`config.mk`:
```
export PLATFORM = sky130hd
export DESIGN_NAME = fjsm_monitor
export DESIGN_NICKNAME = d
export VERILOG_FILES = /design/src/pkg/fjsm_pkg.sv /design/src/design/fjsm_monitor.sv /design/src/design/fjsm_timer.sv
export VERILOG_INCLUDE_DIRS = /design/src /design/src/pkg
export SDC_FILE = /design/constraint.sdc
export NUM_CORES = 1
export LEC_CHECK = 0
export BUFFER_PORTS_ARGS = -buffer_cell sky130_fd_sc_hd__buf_2
export CORE_MARGIN = 5
export CORE_UTILIZATION = 57
export CTS_CLUSTER_SIZE = 16
export DETAILED_ROUTE_END_ITERATION = 8
export PLACE_DENSITY_LB_ADDON = 0.15
export SYNTH_ARGS = -nofsm -noshare
export SYNTH_HDL_FRONTEND = slang
export SYNTH_HIERARCHICAL = 1
export SYNTH_SLANG_ARGS = --single-unit
```
`constraint.sdc`:
```
create_clock -name clk -period 3.4 [get_ports clk]
set_clock_uncertainty 0.15 [all_clocks]
set_input_delay 0.34 -clock clk [delete_from_list [all_inputs] [get_ports clk]]
set_output_delay 0.34 -clock clk [all_outputs]
set_load 0.005 [all_outputs]
```
`src/pkg/fjsm_params.svh`:
```
// constants for the finisher jam and staple monitor
`ifndef FJSM_PARAMS_SVH
`define FJSM_PARAMS_SVH

// ----------------------------------------------------------------------
// clock and time conversion
// ----------------------------------------------------------------------
`define FJSM_CLK_HZ        10000000
`define FJSM_CYC_PER_MS   (`FJSM_CLK_HZ / 1000)

// ----------------------------------------------------------------------
// timeouts in milliseconds (open values, set at design time)
// ----------------------------------------------------------------------
`define FJSM_FEED_DLY_MS  500
`define FJSM_FEED_STA_MS  1000
`define FJSM_DELV_STA_MS  1000
`define FJSM_INIT_DRV_MS  300
`define FJSM_HOME_MS      200
`define FJSM_REV_MS       200
`define FJSM_JOG_MS       100

// ----------------------------------------------------------------------
// staple and notice counts
// ----------------------------------------------------------------------
`define FJSM_PRIME_MAX    4'hB
`define FJSM_LOW_LEFT     5'h14
`define FJSM_NOTE_COUNT   10

`endif

```
`src/pkg/fjsm_pkg.sv`:
```
// types shared by the finisher jam and staple monitor
`default_nettype none

package fjsm_pkg;

  // ----------------------------------------------------------------------
  // notification codes sent to the host
  // ----------------------------------------------------------------------
  typedef enum logic [3:0] {
    FJSM_N_FEED_DELAY = 4'h0,
    FJSM_N_FEED_STAT  = 4'h1,
    FJSM_N_DELV_STAT  = 4'h2,
    FJSM_N_RESIDUAL   = 4'h3,
    FJSM_N_STPL_FAIL  = 4'h4,
    FJSM_N_STPL_JAM   = 4'h5,
    FJSM_N_PRIME_FAIL = 4'h6,
    FJSM_N_LOW_STPL   = 4'h7,
    FJSM_N_CART_EMPTY = 4'h8,
    FJSM_N_SPARE      = 4'h9
  } fjsm_note_t;

  // ----------------------------------------------------------------------
  // state machines
  // ----------------------------------------------------------------------
  typedef enum logic [1:0] {
    FJSM_M_WAIT, FJSM_M_INIT, FJSM_M_STBY, FJSM_M_HALT
  } fjsm_main_t;

  typedef enum logic [1:0] {
    FJSM_J_IDLE, FJSM_J_LEAD, FJSM_J_TRAIL, FJSM_J_DELV
  } fjsm_jam_t;

  typedef enum logic [1:0] {
    FJSM_S_IDLE, FJSM_S_CW, FJSM_S_CCW
  } fjsm_stp_t;

endpackage : fjsm_pkg

`default_nettype wire
```
`src/design/fjsm_monitor.sv`:
```
// finisher jam watch, stapler checks, priming and staple level count
// Contract
// - jam when paper present at check instant
// - any jam halts operation, notifies host; staple jam here only notifies, stapler back to idle, no halt
// - no leading edge before timeout: feed-delay jam
// - no trailing edge before timeout: feed-stationary jam
// - delivery trailing edge late: delivery-stationary jam
// - inlet paper during initial drive: residual jam
// - no high-low-high home pattern: stapler failure, halt
// - fell only: reverse once, rise means staple jam
// - presence low then high starts self-priming
// - priming repeats staple ops while ready high
// - eleven priming ops still high: priming failure
// - presence low: twenty left, low-staple warning
// - twenty more ops: cartridge empty notice
// - host start-up first, then standby, commands only
// - jogger clockwise opens, counter-clockwise closes
`timescale 1ns/1ps
`default_nettype none
`include "fjsm_params.svh"

module fjsm_monitor #(
  parameter int TW           = 24,
  parameter int FEED_DLY_CYC = `FJSM_FEED_DLY_MS * `FJSM_CYC_PER_MS,
  parameter int FEED_STA_CYC = `FJSM_FEED_STA_MS * `FJSM_CYC_PER_MS,
  parameter int DELV_STA_CYC = `FJSM_DELV_STA_MS * `FJSM_CYC_PER_MS,
  parameter int INIT_DRV_CYC = `FJSM_INIT_DRV_MS * `FJSM_CYC_PER_MS,
  parameter int HOME_CYC     = `FJSM_HOME_MS * `FJSM_CYC_PER_MS,
  parameter int REV_CYC      = `FJSM_REV_MS * `FJSM_CYC_PER_MS,
  parameter int JOG_CYC      = `FJSM_JOG_MS * `FJSM_CYC_PER_MS
) (
  input  wire logic       clk,
  input  wire logic       rst_n,
  input  wire logic       host_start,        // start-up exchange
  input  wire logic       host_clear,        // leave halt
  input  wire logic       cmd_deliver,       // paper-delivery notice
  input  wire logic       cmd_post_feed,     // feed after staple
  input  wire logic       cmd_staple,        // one staple operation
  input  wire logic       cmd_jog_open,
  input  wire logic       cmd_jog_close,
  input  wire logic       inlet_paper_sensor,
  input  wire logic       delivery_paper_sensor,
  input  wire logic       staple_home_n,
  input  wire logic       staple_ready_n,
  input  wire logic       staple_present,
  output logic            online,
  output logic            halted,
  output logic            feed_motor_on,
  output logic            stapler_motor_cw,
  output logic            stapler_motor_ccw,
  output logic            jogger_motor_cw,
  output logic            jogger_motor_ccw,
  output logic            notify_valid,
  output logic [3:0]      notify_code
);

  // ----------------------------------------------------------------------
  // elaboration checks
  // ----------------------------------------------------------------------
  localparam longint TMAX = (longint'(1) << TW) - 1;
  if (FEED_DLY_CYC < 1 || FEED_DLY_CYC > TMAX ||
      FEED_STA_CYC < 1 || FEED_STA_CYC > TMAX ||
      DELV_STA_CYC < 1 || DELV_STA_CYC > TMAX ||
      INIT_DRV_CYC < 1 || INIT_DRV_CYC > TMAX ||
      HOME_CYC < 1 || HOME_CYC > TMAX ||
      REV_CYC < 1 || REV_CYC > TMAX ||
      JOG_CYC < 1 || JOG_CYC > TMAX) begin : g_bad_cyc
    $error("fjsm_monitor: timeout does not fit the timer");
  end

  // ----------------------------------------------------------------------
  // state
  // ----------------------------------------------------------------------
  typedef struct packed {
    fjsm_pkg::fjsm_main_t m;          // start-up / standby / halt
    fjsm_pkg::fjsm_jam_t  j;          // paper path watch
    fjsm_pkg::fjsm_stp_t  s;          // stapler motor phase
    logic                 saw_low;    // home fell during this turn
    logic                 hp_prev;    // home level last cycle
    logic                 ls_prev;    // presence level last cycle
    logic                 prime_on;   // self-priming active
    logic [3:0]           prime_cnt;  // priming ops done
    logic                 low_seen;   // warning given, counting
    logic [4:0]           left;       // staples left after warning
    logic                 jog_open;   // jogger direction
    logic [`FJSM_NOTE_COUNT-1:0] pend; // notices waiting
    logic                 nv;         // notice strobe
    logic [3:0]           nc;         // notice code
  } fjsm_mon_state_t;

  fjsm_mon_state_t r;
  fjsm_mon_state_t next_r;

  // timer controls
  logic          jt_ld, st_ld, gt_ld, stop_all, jt_stop;
  logic [TW-1:0] jt_val, st_val;
  logic          jt_done, st_done, gt_busy;
  logic [`FJSM_NOTE_COUNT-1:0] set, clr;
  logic          op_done;

  // ----------------------------------------------------------------------
  // timers: paper path, stapler, jogger
  // ----------------------------------------------------------------------
  fjsm_timer #(.TW(TW)) u_jam_tmr (
    .clk   (clk),
    .rst_n (rst_n),
    .load  (jt_ld && !stop_all),
    .count (jt_val),
    .stop  (jt_stop || stop_all),
    .busy  (),
    .done  (jt_done)
  );

  fjsm_timer #(.TW(TW)) u_stp_tmr (
    .clk   (clk),
    .rst_n (rst_n),
    .load  (st_ld && !stop_all),
    .count (st_val),
    .stop  (stop_all || (op_done)),
    .busy  (),
    .done  (st_done)
  );

  fjsm_timer #(.TW(TW)) u_jog_tmr (
    .clk   (clk),
    .rst_n (rst_n),
    .load  (gt_ld && !stop_all),
    .count (TW'(JOG_CYC)),
    .stop  (stop_all),
    .busy  (gt_busy),
    .done  ()
  );

  // ----------------------------------------------------------------------
  // next-state logic
  // ----------------------------------------------------------------------
  always_comb begin
    next_r   = r;
    jt_ld    = 1'b0;
    jt_val   = '0;
    st_ld    = 1'b0;
    st_val   = '0;
    gt_ld    = 1'b0;
    stop_all = 1'b0;
    set      = '0;
    clr      = '0;
    op_done  = 1'b0;
    next_r.nv      = 1'b0;
    next_r.hp_prev = staple_home_n;
    next_r.ls_prev = staple_present;

    // start-up exchange, initial drive, halt recovery
    case (r.m)
      fjsm_pkg::FJSM_M_WAIT: begin
        if (host_start) begin
          next_r.m = fjsm_pkg::FJSM_M_INIT;
          jt_ld    = 1'b1;
          jt_val   = TW'(INIT_DRV_CYC);
        end
      end
      fjsm_pkg::FJSM_M_INIT: begin
        if (inlet_paper_sensor) begin
          set[fjsm_pkg::FJSM_N_RESIDUAL] = 1'b1;
          next_r.m = fjsm_pkg::FJSM_M_HALT;
        end else if (jt_done) begin
          next_r.m = fjsm_pkg::FJSM_M_STBY;
        end
      end
      fjsm_pkg::FJSM_M_HALT: begin
        if (host_clear) begin
          next_r.m = fjsm_pkg::FJSM_M_STBY;
        end
      end
      default: ;
    endcase

    // paper path watch, only acts on host commands in standby
    if (r.m == fjsm_pkg::FJSM_M_STBY) begin
      case (r.j)
        fjsm_pkg::FJSM_J_IDLE: begin
          if (cmd_deliver) begin
            next_r.j = fjsm_pkg::FJSM_J_LEAD;
            jt_ld    = 1'b1;
            jt_val   = TW'(FEED_DLY_CYC);
          end else if (cmd_post_feed) begin
            next_r.j = fjsm_pkg::FJSM_J_DELV;
            jt_ld    = 1'b1;
            jt_val   = TW'(DELV_STA_CYC);
          end
        end
        fjsm_pkg::FJSM_J_LEAD: begin
          if (inlet_paper_sensor) begin
            next_r.j = fjsm_pkg::FJSM_J_TRAIL;
            jt_ld    = 1'b1;
            jt_val   = TW'(FEED_STA_CYC);
          end else if (jt_done) begin
            set[fjsm_pkg::FJSM_N_FEED_DELAY] = 1'b1;
            next_r.m = fjsm_pkg::FJSM_M_HALT;
          end
        end
        fjsm_pkg::FJSM_J_TRAIL: begin
          if (!inlet_paper_sensor) begin
            next_r.j = fjsm_pkg::FJSM_J_IDLE;
          end else if (jt_done) begin
            set[fjsm_pkg::FJSM_N_FEED_STAT] = 1'b1;
            next_r.m = fjsm_pkg::FJSM_M_HALT;
          end
        end
        fjsm_pkg::FJSM_J_DELV: begin
          if (!delivery_paper_sensor) begin
            next_r.j = fjsm_pkg::FJSM_J_IDLE;
          end else if (jt_done) begin
            set[fjsm_pkg::FJSM_N_DELV_STAT] = 1'b1;
            next_r.m = fjsm_pkg::FJSM_M_HALT;
          end
        end
        default: next_r.j = fjsm_pkg::FJSM_J_IDLE;
      endcase

      // stapler: one clockwise turn, reverse once on a stuck cam
      case (r.s)
        fjsm_pkg::FJSM_S_IDLE: begin
          if (r.prime_on && !staple_ready_n) begin
            next_r.prime_on = 1'b0;                 // primed
          end else if ((r.prime_on && staple_ready_n)
                       || cmd_staple) begin
            next_r.s       = fjsm_pkg::FJSM_S_CW;
            next_r.saw_low = 1'b0;
            st_ld          = 1'b1;
            st_val         = TW'(HOME_CYC);
          end
        end
        fjsm_pkg::FJSM_S_CW: begin
          if (!staple_home_n) begin
            next_r.saw_low = 1'b1;
          end
          if (r.saw_low && staple_home_n) begin
            next_r.s = fjsm_pkg::FJSM_S_IDLE;       // full pattern seen
            op_done  = 1'b1;
          end else if (st_done) begin
            if (r.saw_low) begin
              next_r.s = fjsm_pkg::FJSM_S_CCW;
              st_ld    = 1'b1;
              st_val   = TW'(REV_CYC);
            end else begin
              set[fjsm_pkg::FJSM_N_STPL_FAIL] = 1'b1;
              next_r.m = fjsm_pkg::FJSM_M_HALT;
            end
          end
        end
        fjsm_pkg::FJSM_S_CCW: begin
          if (staple_home_n && !r.hp_prev) begin
            set[fjsm_pkg::FJSM_N_STPL_JAM] = 1'b1;
            next_r.s = fjsm_pkg::FJSM_S_IDLE;
            op_done  = 1'b0;
          end else if (st_done) begin
            // cam never freed: treat as stapler failure
            set[fjsm_pkg::FJSM_N_STPL_FAIL] = 1'b1;
            next_r.m = fjsm_pkg::FJSM_M_HALT;
          end
        end
        default: next_r.s = fjsm_pkg::FJSM_S_IDLE;
      endcase

      // jogger, one move per command
      if (!gt_busy) begin
        if (cmd_jog_open) begin
          gt_ld           = 1'b1;
          next_r.jog_open = 1'b1;
        end else if (cmd_jog_close) begin
          gt_ld           = 1'b1;
          next_r.jog_open = 1'b0;
        end
      end
    end

    // a finished staple turn counts for priming and for level
    if (op_done) begin
      if (r.prime_on) begin
        next_r.prime_cnt = r.prime_cnt + 4'h1;
        if (next_r.prime_cnt == `FJSM_PRIME_MAX && staple_ready_n) begin
          set[fjsm_pkg::FJSM_N_PRIME_FAIL] = 1'b1;
          next_r.m        = fjsm_pkg::FJSM_M_HALT;
          next_r.prime_on = 1'b0;
        end
      end
      if (r.low_seen && r.left != 5'h00) begin
        next_r.left = r.left - 5'h01;
        if (r.left == 5'h01) begin
          set[fjsm_pkg::FJSM_N_CART_EMPTY] = 1'b1;
        end
      end
    end

    // cartridge presence edges; these win over the count above
    if (r.m != fjsm_pkg::FJSM_M_WAIT) begin
      if (!r.ls_prev && staple_present) begin
        next_r.prime_on  = 1'b1;
        next_r.prime_cnt = 4'h0;
        next_r.low_seen  = 1'b0;
      end else if (r.ls_prev && !staple_present) begin
        next_r.low_seen = 1'b1;
        next_r.left     = `FJSM_LOW_LEFT;
        set[fjsm_pkg::FJSM_N_LOW_STPL] = 1'b1;
      end
    end

    // entering halt stops every load at once
    if (next_r.m == fjsm_pkg::FJSM_M_HALT &&
        r.m != fjsm_pkg::FJSM_M_HALT) begin
      stop_all        = 1'b1;
      next_r.j        = fjsm_pkg::FJSM_J_IDLE;
      next_r.s        = fjsm_pkg::FJSM_S_IDLE;
      next_r.prime_on = 1'b0;
    end
    jt_stop = (r.j != fjsm_pkg::FJSM_J_IDLE) &&
              (next_r.j == fjsm_pkg::FJSM_J_IDLE);

    // one notice per cycle, lowest code first; a new set wins the clear
    for (int i = `FJSM_NOTE_COUNT - 1; i >= 0; i--) begin
      if (r.pend[i]) begin
        clr       = '0;
        clr[i]    = 1'b1;
        next_r.nc = 4'(i);
      end
    end
    next_r.nv   = (r.pend != '0);
    next_r.pend = (r.pend & ~clr) | set;
  end

  // state register
  always_ff @(posedge clk or negedge rst_n) begin
    if (!rst_n) begin
      r         <= '0;
      r.hp_prev <= 1'b1;
      r.ls_prev <= 1'b1;
    end else begin
      r <= next_r;
    end
  end

  // ----------------------------------------------------------------------
  // outputs, decoded from state flops
  // ----------------------------------------------------------------------
  assign online            = (r.m != fjsm_pkg::FJSM_M_WAIT);
  assign halted            = (r.m == fjsm_pkg::FJSM_M_HALT);
  assign feed_motor_on     = (r.m == fjsm_pkg::FJSM_M_INIT) ||
                             (r.m == fjsm_pkg::FJSM_M_STBY &&
                              r.j != fjsm_pkg::FJSM_J_IDLE);
  assign stapler_motor_cw  = (r.s == fjsm_pkg::FJSM_S_CW);
  assign stapler_motor_ccw = (r.s == fjsm_pkg::FJSM_S_CCW);
  assign jogger_motor_cw   = gt_busy && r.jog_open;
  assign jogger_motor_ccw  = gt_busy && !r.jog_open;
  assign notify_valid      = r.nv;
  assign notify_code       = r.nc;
endmodule : fjsm_monitor

`default_nettype wire

```
`src/design/fjsm_timer.sv`:
```
// loadable timeout counter with a one-cycle expiry pulse
`timescale 1ns/1ps
`default_nettype none

module fjsm_timer #(
  parameter int TW = 24
) (
  input  wire logic          clk,
  input  wire logic          rst_n,
  input  wire logic          load,
  input  wire logic [TW-1:0] count,
  input  wire logic          stop,
  output logic               busy,
  output logic               done
);

  // ----------------------------------------------------------------------
  // elaboration check
  // ----------------------------------------------------------------------
  if (TW < 2 || TW > 31) begin : g_bad_tw
    $error("fjsm_timer: TW out of range");
  end

  typedef struct packed {
    logic [TW-1:0] cnt;   // cycles left
    logic          run;   // counting
    logic          done;  // expiry pulse
  } fjsm_tmr_state_t;

  fjsm_tmr_state_t r;
  fjsm_tmr_state_t next_r;

  // load wins over stop so a chained phase can restart at once
  always_comb begin
    next_r = r;
    next_r.done = 1'b0;
    if (load) begin
      next_r.cnt = count;
      next_r.run = 1'b1;
    end else if (stop) begin
      next_r.run = 1'b0;
    end else if (r.run) begin
      if (r.cnt <= TW'(1)) begin
        next_r.run  = 1'b0;
        next_r.done = 1'b1;
      end else begin
        next_r.cnt = r.cnt - TW'(1);
      end
    end
  end

  // state register
  always_ff @(posedge clk or negedge rst_n) begin
    if (!rst_n) begin
      r <= '0;
    end else begin
      r <= next_r;
    end
  end

  assign busy = r.run;
  assign done = r.done;

endmodule : fjsm_timer

`default_nettype wire

```
==> metrics.md, run 1 <==
| Metric | Value |
|---|---|
| Status | finished clean |
| Routed WL per cell | 16.9 um |
| DRC violations left | 0 |
| DRT antenna net count | 0 |
| Fin. Hold Viols | 0 |
| Mapped Area | 6910 um2 |
| Clock buffer depth | 2 |
| Top Usage Layer GRT | met2 |
| CP max stage cell | dfrtp_1 |
| Fin area | 8090 um2 |
| H-tree depth | 4 |
| Area grow syn2layout | 17.1% |
| RSZ-0062 raised after global routing | yes |
| Worst-skew pair later-pin latency | 0.42 ns |
| First-pass GRT wire length | 29200 um |
| Buf/Inv on CP | 2 |
| GRT Util Overall | 0.248 |
| Ys Warns | 6 |
| GPL Wtd Cong | 0.901 |
| Final Cycle Share | 0.961 |
| Crit path cell chain | inv_1 > ha_1 > or3b_2 > nand2_1 > o32a_1 > a31oi_4 > nor2b_2 > o21ba_2 > nand4_1 > o21ai_2 > buf_6 > nor3_1 > a221o_1 |
| Die Height | 120 um |
| Share of cells above drive strength 1 | 0.151 |
| DRT Pass-1 Iters | 5 |
| Vias per cell | 6.11 |
| Commonest non-fill, non-tap cell in the layout | dfrtp_1 |
| Worst Hold Class | in2reg |
| Vias in the first global route | 6100 |
| Crit path kind | reg2reg |
| M2 GR Usage | 0.408 |
| Clock-pin slew on the worst setup and hold paths | 0.05 ns |
| CP max stage delay | 0.37 ns |
| Routing usage on met3 | 0.0551 |
| Startpoint class of the critical path | flip-flop |
| Top Ports | 26 |
| PortBufs | 25 |
| VDD IR-drop max | 526 uV |
| Slew Viols, Final | 0 |
| Setup crit end kind | flip-flop |
| Fillers | 993 |
| Final WS setup | 0.133 ns |
| Critical path arrival | 3.41 ns |
| # setup viols final | 0 |
| Final Hold Slack | 0.0735 ns |
| WL final | 17300 um |
| Initial antenna violation count | 0 |
| CTS root buf | clkbuf_16 |
| DP HPWL | 11900 um |
| Syn_area_per_cell | 8.95 um2 |
| Largest net degree at the start of global routing | 64 |
| Max-slew headroom | 0.341 |
| Max cap viols | 0 |
| Required time of the critical path | 3.54 ns |
| CTS tree | done |
| Die ar. | 14400 um2 |
| Cell Pwr Density | 975 nW/um2 |
| GRT Residual Overflow | 0 |
| Clock buffer count from CTS | 17 |
| Worst Tran Pin Value | 0.979 ns |
| Synth Instances | 772 |
| Clk sinks | 113 |
| Iter 0 DRT Violations | 580 |
| Area post-placement | 7470 um2 |
| Top Family by Delay on Critical Path | compound AO/OA/AOI/OAI gates |
| Worst-path fanout max | 22 |
| Die X | 120 um |
| Initial core utilization | 0.578 |
| FMAX | 0.306 GHz |
| Commonest cells after routing, fill and taps aside | 111 x dfrtp_1, 94 x nand2_1, 62 x nor2_1 |
| # diodes | 0 |
| Global routing usage on met1 | 0.326 |
| Place WS | 0.00140 ns |
| DR vias | 6273 |
| Leak Pwr | 3.42 nW |
| FF-to-FF setup slack | 0.13 ns |
| Core box area | 12000 um2 |
| Number of nets in the layout | 895 |
| Row cnt | 40 |
| Fin crit period | 3.27 ns |
[state kept, by name, indices dropped and copies added (netlist names)]
name,cells
u_stp_tmr/r,24
u_stp_tmr/busy,1
u_stp_tmr/done,1
u_jam_tmr/done,1
notify_valid,1
u_jog_tmr/r,24
notify_code,4
u_jog_tmr/busy,1
u_jam_tmr/busy,1
r,31
u_jam_tmr/r,24
[worst paths after layout]
check                                    start               to  depth (start not counted)
worst min-delay path              cmd_jog_open            r[15]                          2
worst max-delay path                     r[30]  u_jog_tmr/r[13]                         13
min in group asynchronous                rst_n            r[13]                          2
worst min register to register  notify_code[0]   notify_code[0]                          2
max in group asynchronous                rst_n            r[27]                          3
worst max register to register           r[30]  u_jog_tmr/r[13]                         13
[cell type report]
cell class,count,area [um2],share of cell area
Inverter,34,128,0.0158
Timing Repair Buffer,64,439,0.0543
Clock inverter,6,30.0,0.00371
Tap cell,147,184,0.0227
Sequential cell,113,2830,0.350
Clock buffer,26,499,0.0617
Multi-Input combinational cell,636,3980,0.492
[report_power, final]
part,internal (W),switching [W]
sequential,0.00184,0.000548
clock,0.000999,0.000612
combinational,0.00163,0.00226
[through the flow]
step                      setup TNS [ns]  cells   util  total power, W
after global routing              -0.142   1026  0.676         0.00843
after detailed placement               0    989  0.625         0.00609
after floorplan                        0    819      -         0.00496
after global placement                 0    989  0.625         0.00593
final                                  0   1026  0.676         0.00788
after CTS                              0   1024  0.672         0.00774
[metal layers]
metal / vias up / share of wire / wire length, um
met2: 175 / 0.48 / 8340
li1: 2995 / - / -
met4: 0 / 0.015 / 264
met1: 3074 / 0.46 / 7930
met5: - / 0 / 0
met3: 29 / 0.045 / 784
[timing repair]
action	4_1_cts	5_1_grt
hold buffers	3	0
buffers inserted	0	2
pin swaps	0	1
endpoints found under the hold margin	62	0
setup endpoints to repair	1	45
resized for setup	1	17
No activity file was read; power rests on OpenSTA's default activity.
==> run 2: changes to the inputs <==
- clock period: 3.4 -> 2.78 ns (I/O delays scaled with it)
==> run 2 against run 1 <==
  * The flow now finishes with violations (setup timing)
  * Count of clock-buffer cells in the layout rose by 3
  * Final cell count increased by 9.6%
  * Via count up 8.3%
  * Sequential power grew 23%
  * Power is 55% higher
  * Largest cell class unchanged
  * Largest power group unchanged
==> metrics.md, run 2 (same netlist as run 1, synthesis figures left out) <==
| Metric | Value |
|---|---|
| Critical path arrival | 3.32 ns (was 3.41 ns) |
| Fin area | 9570 um2 (was 8090 um2) |
| Most flop-heavy register | r (unchanged) |
| PortBufs | 25 (unchanged) |
| Total negative setup slack | -17.52 ns (was 0 ns) |
| Share of cells above drive strength 1 | 0.307 (was 0.151) |
| Final Cycle Share | 1.14 (was 0.961) |
| First-pass GRT wire length | 30900 um (was 29200 um) |
| Worst Hold Class | in2reg (unchanged) |
| # diodes | 0 (unchanged) |
| Required time of the critical path | 2.92 ns (was 3.54 ns) |
| Max-slew headroom | 0.600 (was 0.341) |
| Slew Viols, Final | 0 (unchanged) |
| Worst-skew pair later-pin latency | 0.42 ns (about the same) |
| Number of nets in the layout | 994 (was 895) |
| Initial core utilization | 0.578 (unchanged) |
| CTS root buf | clkbuf_16 (unchanged) |
| Final Hold Slack | 0.0359 ns (was 0.0735 ns) |
| VDD IR-drop max | 839 uV (was 526 uV) |
| CP max stage delay | 0.40 ns (was 0.37 ns) |
| Max cap viols | 0 (unchanged) |
| Die Height | 120 um (unchanged) |
| Clock-pin slew on the worst setup and hold paths | 0.05 ns (about the same) |
| Top Ports | 26 (unchanged) |
| DRC violations left | 0 (unchanged) |
| DR vias | 6793 (was 6273) |
| Commonest non-fill, non-tap cell in the layout | dfrtp_1 (unchanged) |
| Failing checks | setup timing |
| Fin. Hold Viols | 0 (unchanged) |
| Die X | 120 um (unchanged) |
| Crit path kind | reg2reg (unchanged) |
| Core box area | 12000 um2 (unchanged) |
| DP HPWL | 12500 um (was 11900 um) |
| Clock buffer depth | 2 (unchanged) |
| Area grow syn2layout | 38.5% (was 17.1%) |
| CTS tree | done (unchanged) |
| Cell Pwr Density | 1280 nW/um2 (was 975 nW/um2) |
| Status | complete, but fails checks (was finished clean) |
| Vias in the first global route | 6519 (was 6100) |
| Worst-path fanout max | 7 (was 22) |
| DRT Pass-1 Iters | 6 (was 5) |
| Final WS setup | -0.401 ns (was 0.133 ns) |
| Pwr Total | 0.0122 W (was 0.00788 W) |
| DRT antenna net count | 0 (unchanged) |
| Routed WL per cell | 17.4 um (was 16.9 um) |
| Leak Pwr | 4.18 nW (was 3.42 nW) |
| Vias per cell | 6.04 (was 6.11) |
| CP max stage cell | dfrtp_1 (unchanged) |
| GPL Wtd Cong | 0.900 (was 0.901) |
| FMAX | 0.314 GHz (was 0.306 GHz) |
| Row cnt | 40 (unchanged) |
| Die ar. | 14400 um2 (unchanged) |
| Clk sinks | 113 (unchanged) |
| Commonest cells after routing, fill and taps aside | 111 x dfrtp_1, 102 x buf_4, 87 x nand2_1 (was 111 x dfrtp_1, 94 x nand2_1, 62 x nor2_1) |
| Clock buffer count from CTS | 17 (unchanged) |
| Iter 0 DRT Violations | 754 (was 580) |
| Setup crit end kind | flip-flop (unchanged) |
| GRT Util Overall | 0.264 (was 0.248) |
| WL final | 19600 um (was 17300 um) |
| Buf/Inv on CP | 2 (unchanged) |
| Crit path cell chain | inv_2 > ha_4 > or3b_4 > nand2_2 > o32a_1 > a31oi_4 > a21oi_2 > o21ba_4 > nand4_1 > o21ai_4 > nand2b_4 > buf_12 > o311ai_1 (was inv_1 > ha_1 > or3b_2 > nand2_1 > o32a_1 > a31oi_4 > nor2b_2 > o21ba_2 > nand4_1 > o21ai_2 > buf_6 > nor3_1 > a221o_1) |
| GRT Residual Overflow | 0 (unchanged) |
| Top Family by Delay on Critical Path | compound AO/OA/AOI/OAI gates (unchanged) |
| Largest net degree at the start of global routing | 57 (was 64) |
| # setup viols final | 73 (was 0) |
| H-tree depth | 4 (unchanged) |
| Startpoint class of the critical path | flip-flop (unchanged) |
| Worst Tran Pin Value | 0.592 ns (was 0.979 ns) |
| Largest register FFs | 31 (unchanged) |
| Fin crit period | 3.18 ns (was 3.27 ns) |
| Area post-placement | 8180 um2 (was 7470 um2) |
| RSZ-0062 raised after global routing | yes (unchanged) |
| Initial antenna violation count | 0 (unchanged) |
-- run 2: cell type report --
cell class	instances	area, um2
inverters	34	130
multi-input cells	637	4520
repair buffers	162	1310
clock buffers	29	531
fillers	713	2390
well taps	147	184
flip-flops and latches	113	2830
clock inverters	3	67.6
-- run 2: metrics by stage --
step / utilization / instances / setup slack [ns]
floorplan: - / 819 / -0.311
global placement: 0.684 / 1066 / -0.328
detailed placement: 0.684 / 1066 / -0.381
CTS: 0.755 / 1109 / -0.370
global route: 0.800 / 1125 / -0.544
finish: 0.800 / 1125 / -0.401
-- run 2: final timing paths --
check | from | end | slack, ns | cells past startpoint
worst max-delay path | r[31] | u_jam_tmr/r[15] | -0.40 | 13
worst min-delay path | delivery_paper_sensor | r[7] | 0.04 | 3
worst max register to register | r[31] | u_jam_tmr/r[15] | -0.40 | 13
worst min register to register | notify_code[2] | notify_code[2] | 0.32 | 1
max in group asynchronous | rst_n | u_jog_tmr/r[5] | 1.54 | 3
min in group asynchronous | rst_n | r[13] | 0.17 | 2
-- run 2: where the power goes --
group / switching (W) / leakage, nW / total [W] / internal [W]
combinational: 0.00363 / 2.46 / 0.00710 / 0.00348
sequential: 0.000683 / 1.43 / 0.00293 / 0.00225
clock: 0.000741 / 0.288 / 0.00220 / 0.00146
total: 0.00505 / 4.18 / 0.0122 / 0.00719
-- run 2: per-layer routing --
layer / routed length (um) / vias up / track usage
li1: - / 3208 / -
met1: 8360 / 3322 / 0.342
met2: 9880 / 223 / 0.434
met3: 1010 / 40 / 0.0533
met4: 344 / 0 / 0.102
met5: 0 / - / 0
-- run 2: timing repair --
| action | in CTS | in global routing |
|---|---|---|
| hold buffers | 4 | 0 |
| gates resized for setup | 35 | 99 |
| setup buffers | 7 | 14 |
| cloned | 0 | 2 |
| setup endpoints to repair | 74 | 75 |
| pin swaps | 10 | 40 |
| endpoints found under the hold margin | 29 | 0 |
-- run 2: worst register-to-register path: cells and delay by family, from the launching register on --
kind	cells	cell delay (ns)
AOI/OAI and AO/OA	6	1.34
adders and majority gates	1	0.22
buffers and inverters	2	0.27
DFF	1	0.40
and+or+nand+nor	4	0.66
==> run 3: changes to the inputs <==
- CORE_ASPECT_RATIO: not set -> 0.6
==> run 3 against run 2 <==
  * The run still ends with setup timing left
  * Sequential cell count stayed put
  * Global-route usage is 2.2 points higher
  * Worst hold slack improved by 0.016 ns
  * Power up 3.3%
  * Sequential power about the same
  * Final cell count grew 2.4%
  * Largest power group unchanged
  * Routed wire length increased by 9.4%
  * Clock power fell by 5%
  * Critical path type unchanged
==> metrics.md, run 3 (same netlist as run 1, synthesis figures left out) <==
| Metric | Value |
|---|---|
| Status | complete, but fails checks (unchanged) |
| Failing checks | setup timing (unchanged) |
| Fillers | 742 (was 713) |
| CTS root buf | clkbuf_16 (unchanged) |
| CTS tree | done (unchanged) |
| Reg-to-reg critical path endpoint | u_jog_tmr/r[19] (was u_jam_tmr/r[15]) |
| Row cnt | 31 (was 40) |
| Routed WL per cell | 18.6 um (was 17.4 um) |
| VDD IR-drop max | 753 uV (was 839 uV) |
| Max cap viols | 0 (unchanged) |
| Die ar. | 14500 um2 (was 14400 um2) |
| Area grow syn2layout | 41.3% (was 38.5%) |
| Required time of the critical path | 2.92 ns (about the same) |
| Combinational fraction of design power | 0.601 (was 0.580) |
| DRT Pass-1 Iters | 6 (unchanged) |
| Met2 WL post-DR | 9900 um (was 9880 um) |
| Largest register FFs | 31 (unchanged) |
| Place WS | -0.480 ns (was -0.381 ns) |
| Worst-path fanout max | 7 (unchanged) |
| Vias per cell | 6.16 (was 6.04) |
| Commonest cells after routing, fill and taps aside | 111 x dfrtp_1, 108 x buf_4, 86 x nand2_1 (was 111 x dfrtp_1, 102 x buf_4, 87 x nand2_1) |
| Max-slew headroom | 0.503 (was 0.600) |
| GRT Residual Overflow | 0 (unchanged) |
| # setup viols final | 70 (was 73) |
| Clock-pin slew on the worst setup and hold paths | 0.06 ns (was 0.05 ns) |
| Crit path to | u_jog_tmr/r[19] (was u_jam_tmr/r[15]) |
| First-pass GRT wire length | 33500 um (was 30900 um) |
| Worst Setup SP | r[31] (unchanged) |
| Vias in the first global route | 6687 (was 6519) |
| Clk sinks | 113 (unchanged) |
| Worst Tran Pin Value | 0.740 ns (was 0.592 ns) |
| Fin util | 0.817 (was 0.800) |
| Initial core utilization | 0.578 (about the same) |
| WL final | 21400 um (was 19600 um) |
| Crit path top cell by count | buf_6 |
| H-tree depth | 4 (unchanged) |
| Final Cycle Share | 1.16 (was 1.14) |
| FF-to-FF setup slack | -0.45 ns (was -0.40 ns) |
| Top Ports | 26 (unchanged) |
| DRT antenna net count | 0 (unchanged) |
| DR vias | 7097 (was 6793) |
| # diodes | 0 (unchanged) |
| Startpoint class of the critical path | flip-flop (unchanged) |
| M1 WL | 9330 um (was 8360 um) |
| CP max stage delay | 0.39 ns (was 0.40 ns) |
| DRC violations left | 0 (unchanged) |
| Crit path cell chain | inv_2 > buf_6 > ha_4 > buf_4 > nand3_4 > or3_4 > a31oi_4 > nor2b_4 > o21ba_4 > nand4_1 > o21ai_4 > buf_6 > nor2_4 > a221o_1 (was inv_2 > ha_4 > or3b_4 > nand2_2 > o32a_1 > a31oi_4 > a21oi_2 > o21ba_4 > nand4_1 > o21ai_4 > nand2b_4 > buf_12 > o311ai_1) |
| Internal Power | 0.00719 W (about the same) |
| Number of nets in the layout | 1003 (was 994) |
| Cell Pwr Density | 1300 nW/um2 (was 1280 nW/um2) |
| Register share of total power | 0.233 (was 0.240) |
| Critical path arrival | 3.37 ns (was 3.32 ns) |
| Setup crit end kind | flip-flop (unchanged) |
| Switching share of total power | 0.431 (was 0.413) |
| Worst r2r src | r[31] (unchanged) |
| Clock power share | 0.166 (was 0.180) |
| Leak Pwr | 4.24 nW (was 4.18 nW) |
| Crit path kind | reg2reg (unchanged) |
| Most flop-heavy register | r (unchanged) |
| Share of cells above drive strength 1 | 0.324 (was 0.307) |
| FMAX | 0.310 GHz (was 0.314 GHz) |
| PortBufs | 25 (unchanged) |
| DP HPWL | 13800 um (was 12500 um) |
| Fin. Hold Viols | 0 (unchanged) |
| Largest net degree at the start of global routing | 73 (was 57) |
| Clock buffer depth | 2 (unchanged) |
| WL met3 | 1760 um (was 1010 um) |
| Highest metal used | met4 (unchanged) |
| Fin crit period | 3.23 ns (was 3.18 ns) |
| Die Height | 95.3 um (was 120 um) |
| Worst-skew pair later-pin latency | 0.41 ns (was 0.42 ns) |
| R2R depth | 14 (was 13) |
| Buf/Inv on CP | 4 (was 2) |
| Die X | 152 um (was 120 um) |
| Switch Pwr | 0.00546 W (was 0.00505 W) |
| Iter 0 DRT Violations | 634 (was 754) |
| CP max stage cell | dfrtp_1 (unchanged) |
| Clock buffer count from CTS | 17 (unchanged) |
| Stages on worst setup path | 14 (was 13) |
| GPL Wtd Cong | 0.954 (was 0.900) |
| Top Family by Delay on Critical Path | compound AO/OA/AOI/OAI gates (unchanged) |
| Initial antenna violation count | 0 (unchanged) |
| Final Hold Slack | 0.0519 ns (was 0.0359 ns) |
| Commonest non-fill, non-tap cell in the layout | dfrtp_1 (unchanged) |
| Core box area | 11900 um2 (was 12000 um2) |
| RSZ-0062 raised after global routing | yes (unchanged) |
| Final WS setup | -0.447 ns (was -0.401 ns) |
| Worst Hold Class | in2reg (unchanged) |
| GRT Util Overall | 0.285 (was 0.264) |
| Slew Viols, Final | 0 (unchanged) |
-- run 3: cell types whose count changed in the layout (fill, tap and decap cells not counted), moves of 3 or more --
| cell | before | now |
|---|---|---|
| a21oi_2 | 5 | 1 |
| a21oi_4 | 1 | 5 |
| buf_4 | 102 | 108 |
| buf_8 | 0 | 3 |
| clkbuf_1 | 6 | 1 |
| clkbuf_8 | 6 | 2 |
| clkinvlp_4 | 1 | 7 |
| o21ai_1 | 19 | 16 |
| o21ai_2 | 7 | 11 |
| o311ai_1 | 8 | 4 |
| o311ai_2 | 3 | 6 |
-- run 3: timing repair --
action / CTS / global route
setup endpoints to repair: 74 / 75
endpoints found under the hold margin: 42 / 0
pin swaps: 36 / 27
gates resized for setup: 86 / 69
hold buffers: 4 / 0
setup buffers: 17 / 12
gates cloned: 1 / 0
-- run 3: area by class of cell --
type | count | area, um2 | share of cell area
Multi-Input combinational cell | 637 | 4620 | 0.473
Clock buffer | 20 | 457 | 0.0468
Inverter | 34 | 131 | 0.0135
Clock inverter | 12 | 110 | 0.0113
Sequential cell | 113 | 2830 | 0.290
Timing Repair Buffer | 171 | 1410 | 0.145
Tap cell | 165 | 206 | 0.0211
-- run 3: through the flow --
step / total power, W / instance area (um2) / instances / setup TNS, ns
6_report: 0.0126 / 9760 / 1152 / -18.70
5_1_grt: 0.0133 / 9760 / 1152 / -25.85
2_1_floorplan: 0.00640 / 7240 / 819 / -9.50
4_1_cts: 0.0116 / 9360 / 1142 / -17.81
3_3_place_gp: 0.00832 / 8240 / 1088 / -16.26
3_5_place_dp: 0.00855 / 8240 / 1088 / -22.07
-- run 3: how the worst min path moves through the flow --
stage | from | to | slack, ns | depth (start not counted)
5_1_grt | delivery_paper_sensor | r[7] | 0.07 | 3
3_5_place_dp | rst_n | r[21] | 0.15 | 1
6_report | delivery_paper_sensor | r[7] | 0.05 | 3
2_1_floorplan | rst_n | notify_code[0] | -0.17 | 0
4_1_cts | delivery_paper_sensor | r[7] | 0.04 | 3
3_3_place_gp | rst_n | r[17] | 0.15 | 1
-- run 3: routing by layer --
layer,track usage,vias to the layer above
met1,0.401,3473
met5,0,-
met2,0.456,353
li1,-,3224
met4,0.0823,0
met3,0.0549,47
-- run 3: power groups by stage --
| stage | Combinational [W] | Sequential [W] | Clock [W] |
|---|---|---|---|
| floorplan | 0.00365 | 0.00275 | 0 |
| global placement | 0.00550 | 0.00282 | 0 |
| detailed placement | 0.00570 | 0.00285 | 0 |
| CTS | 0.00667 | 0.00286 | 0.00211 |
| global route | 0.00807 | 0.00301 | 0.00219 |
| finish | 0.00760 | 0.00295 | 0.00210 |
-- run 3: tightest hold or removal path: stages --
cell and delay (ns):
buf_2 0.12, nand2_1 0.10, o22ai_1 0.07
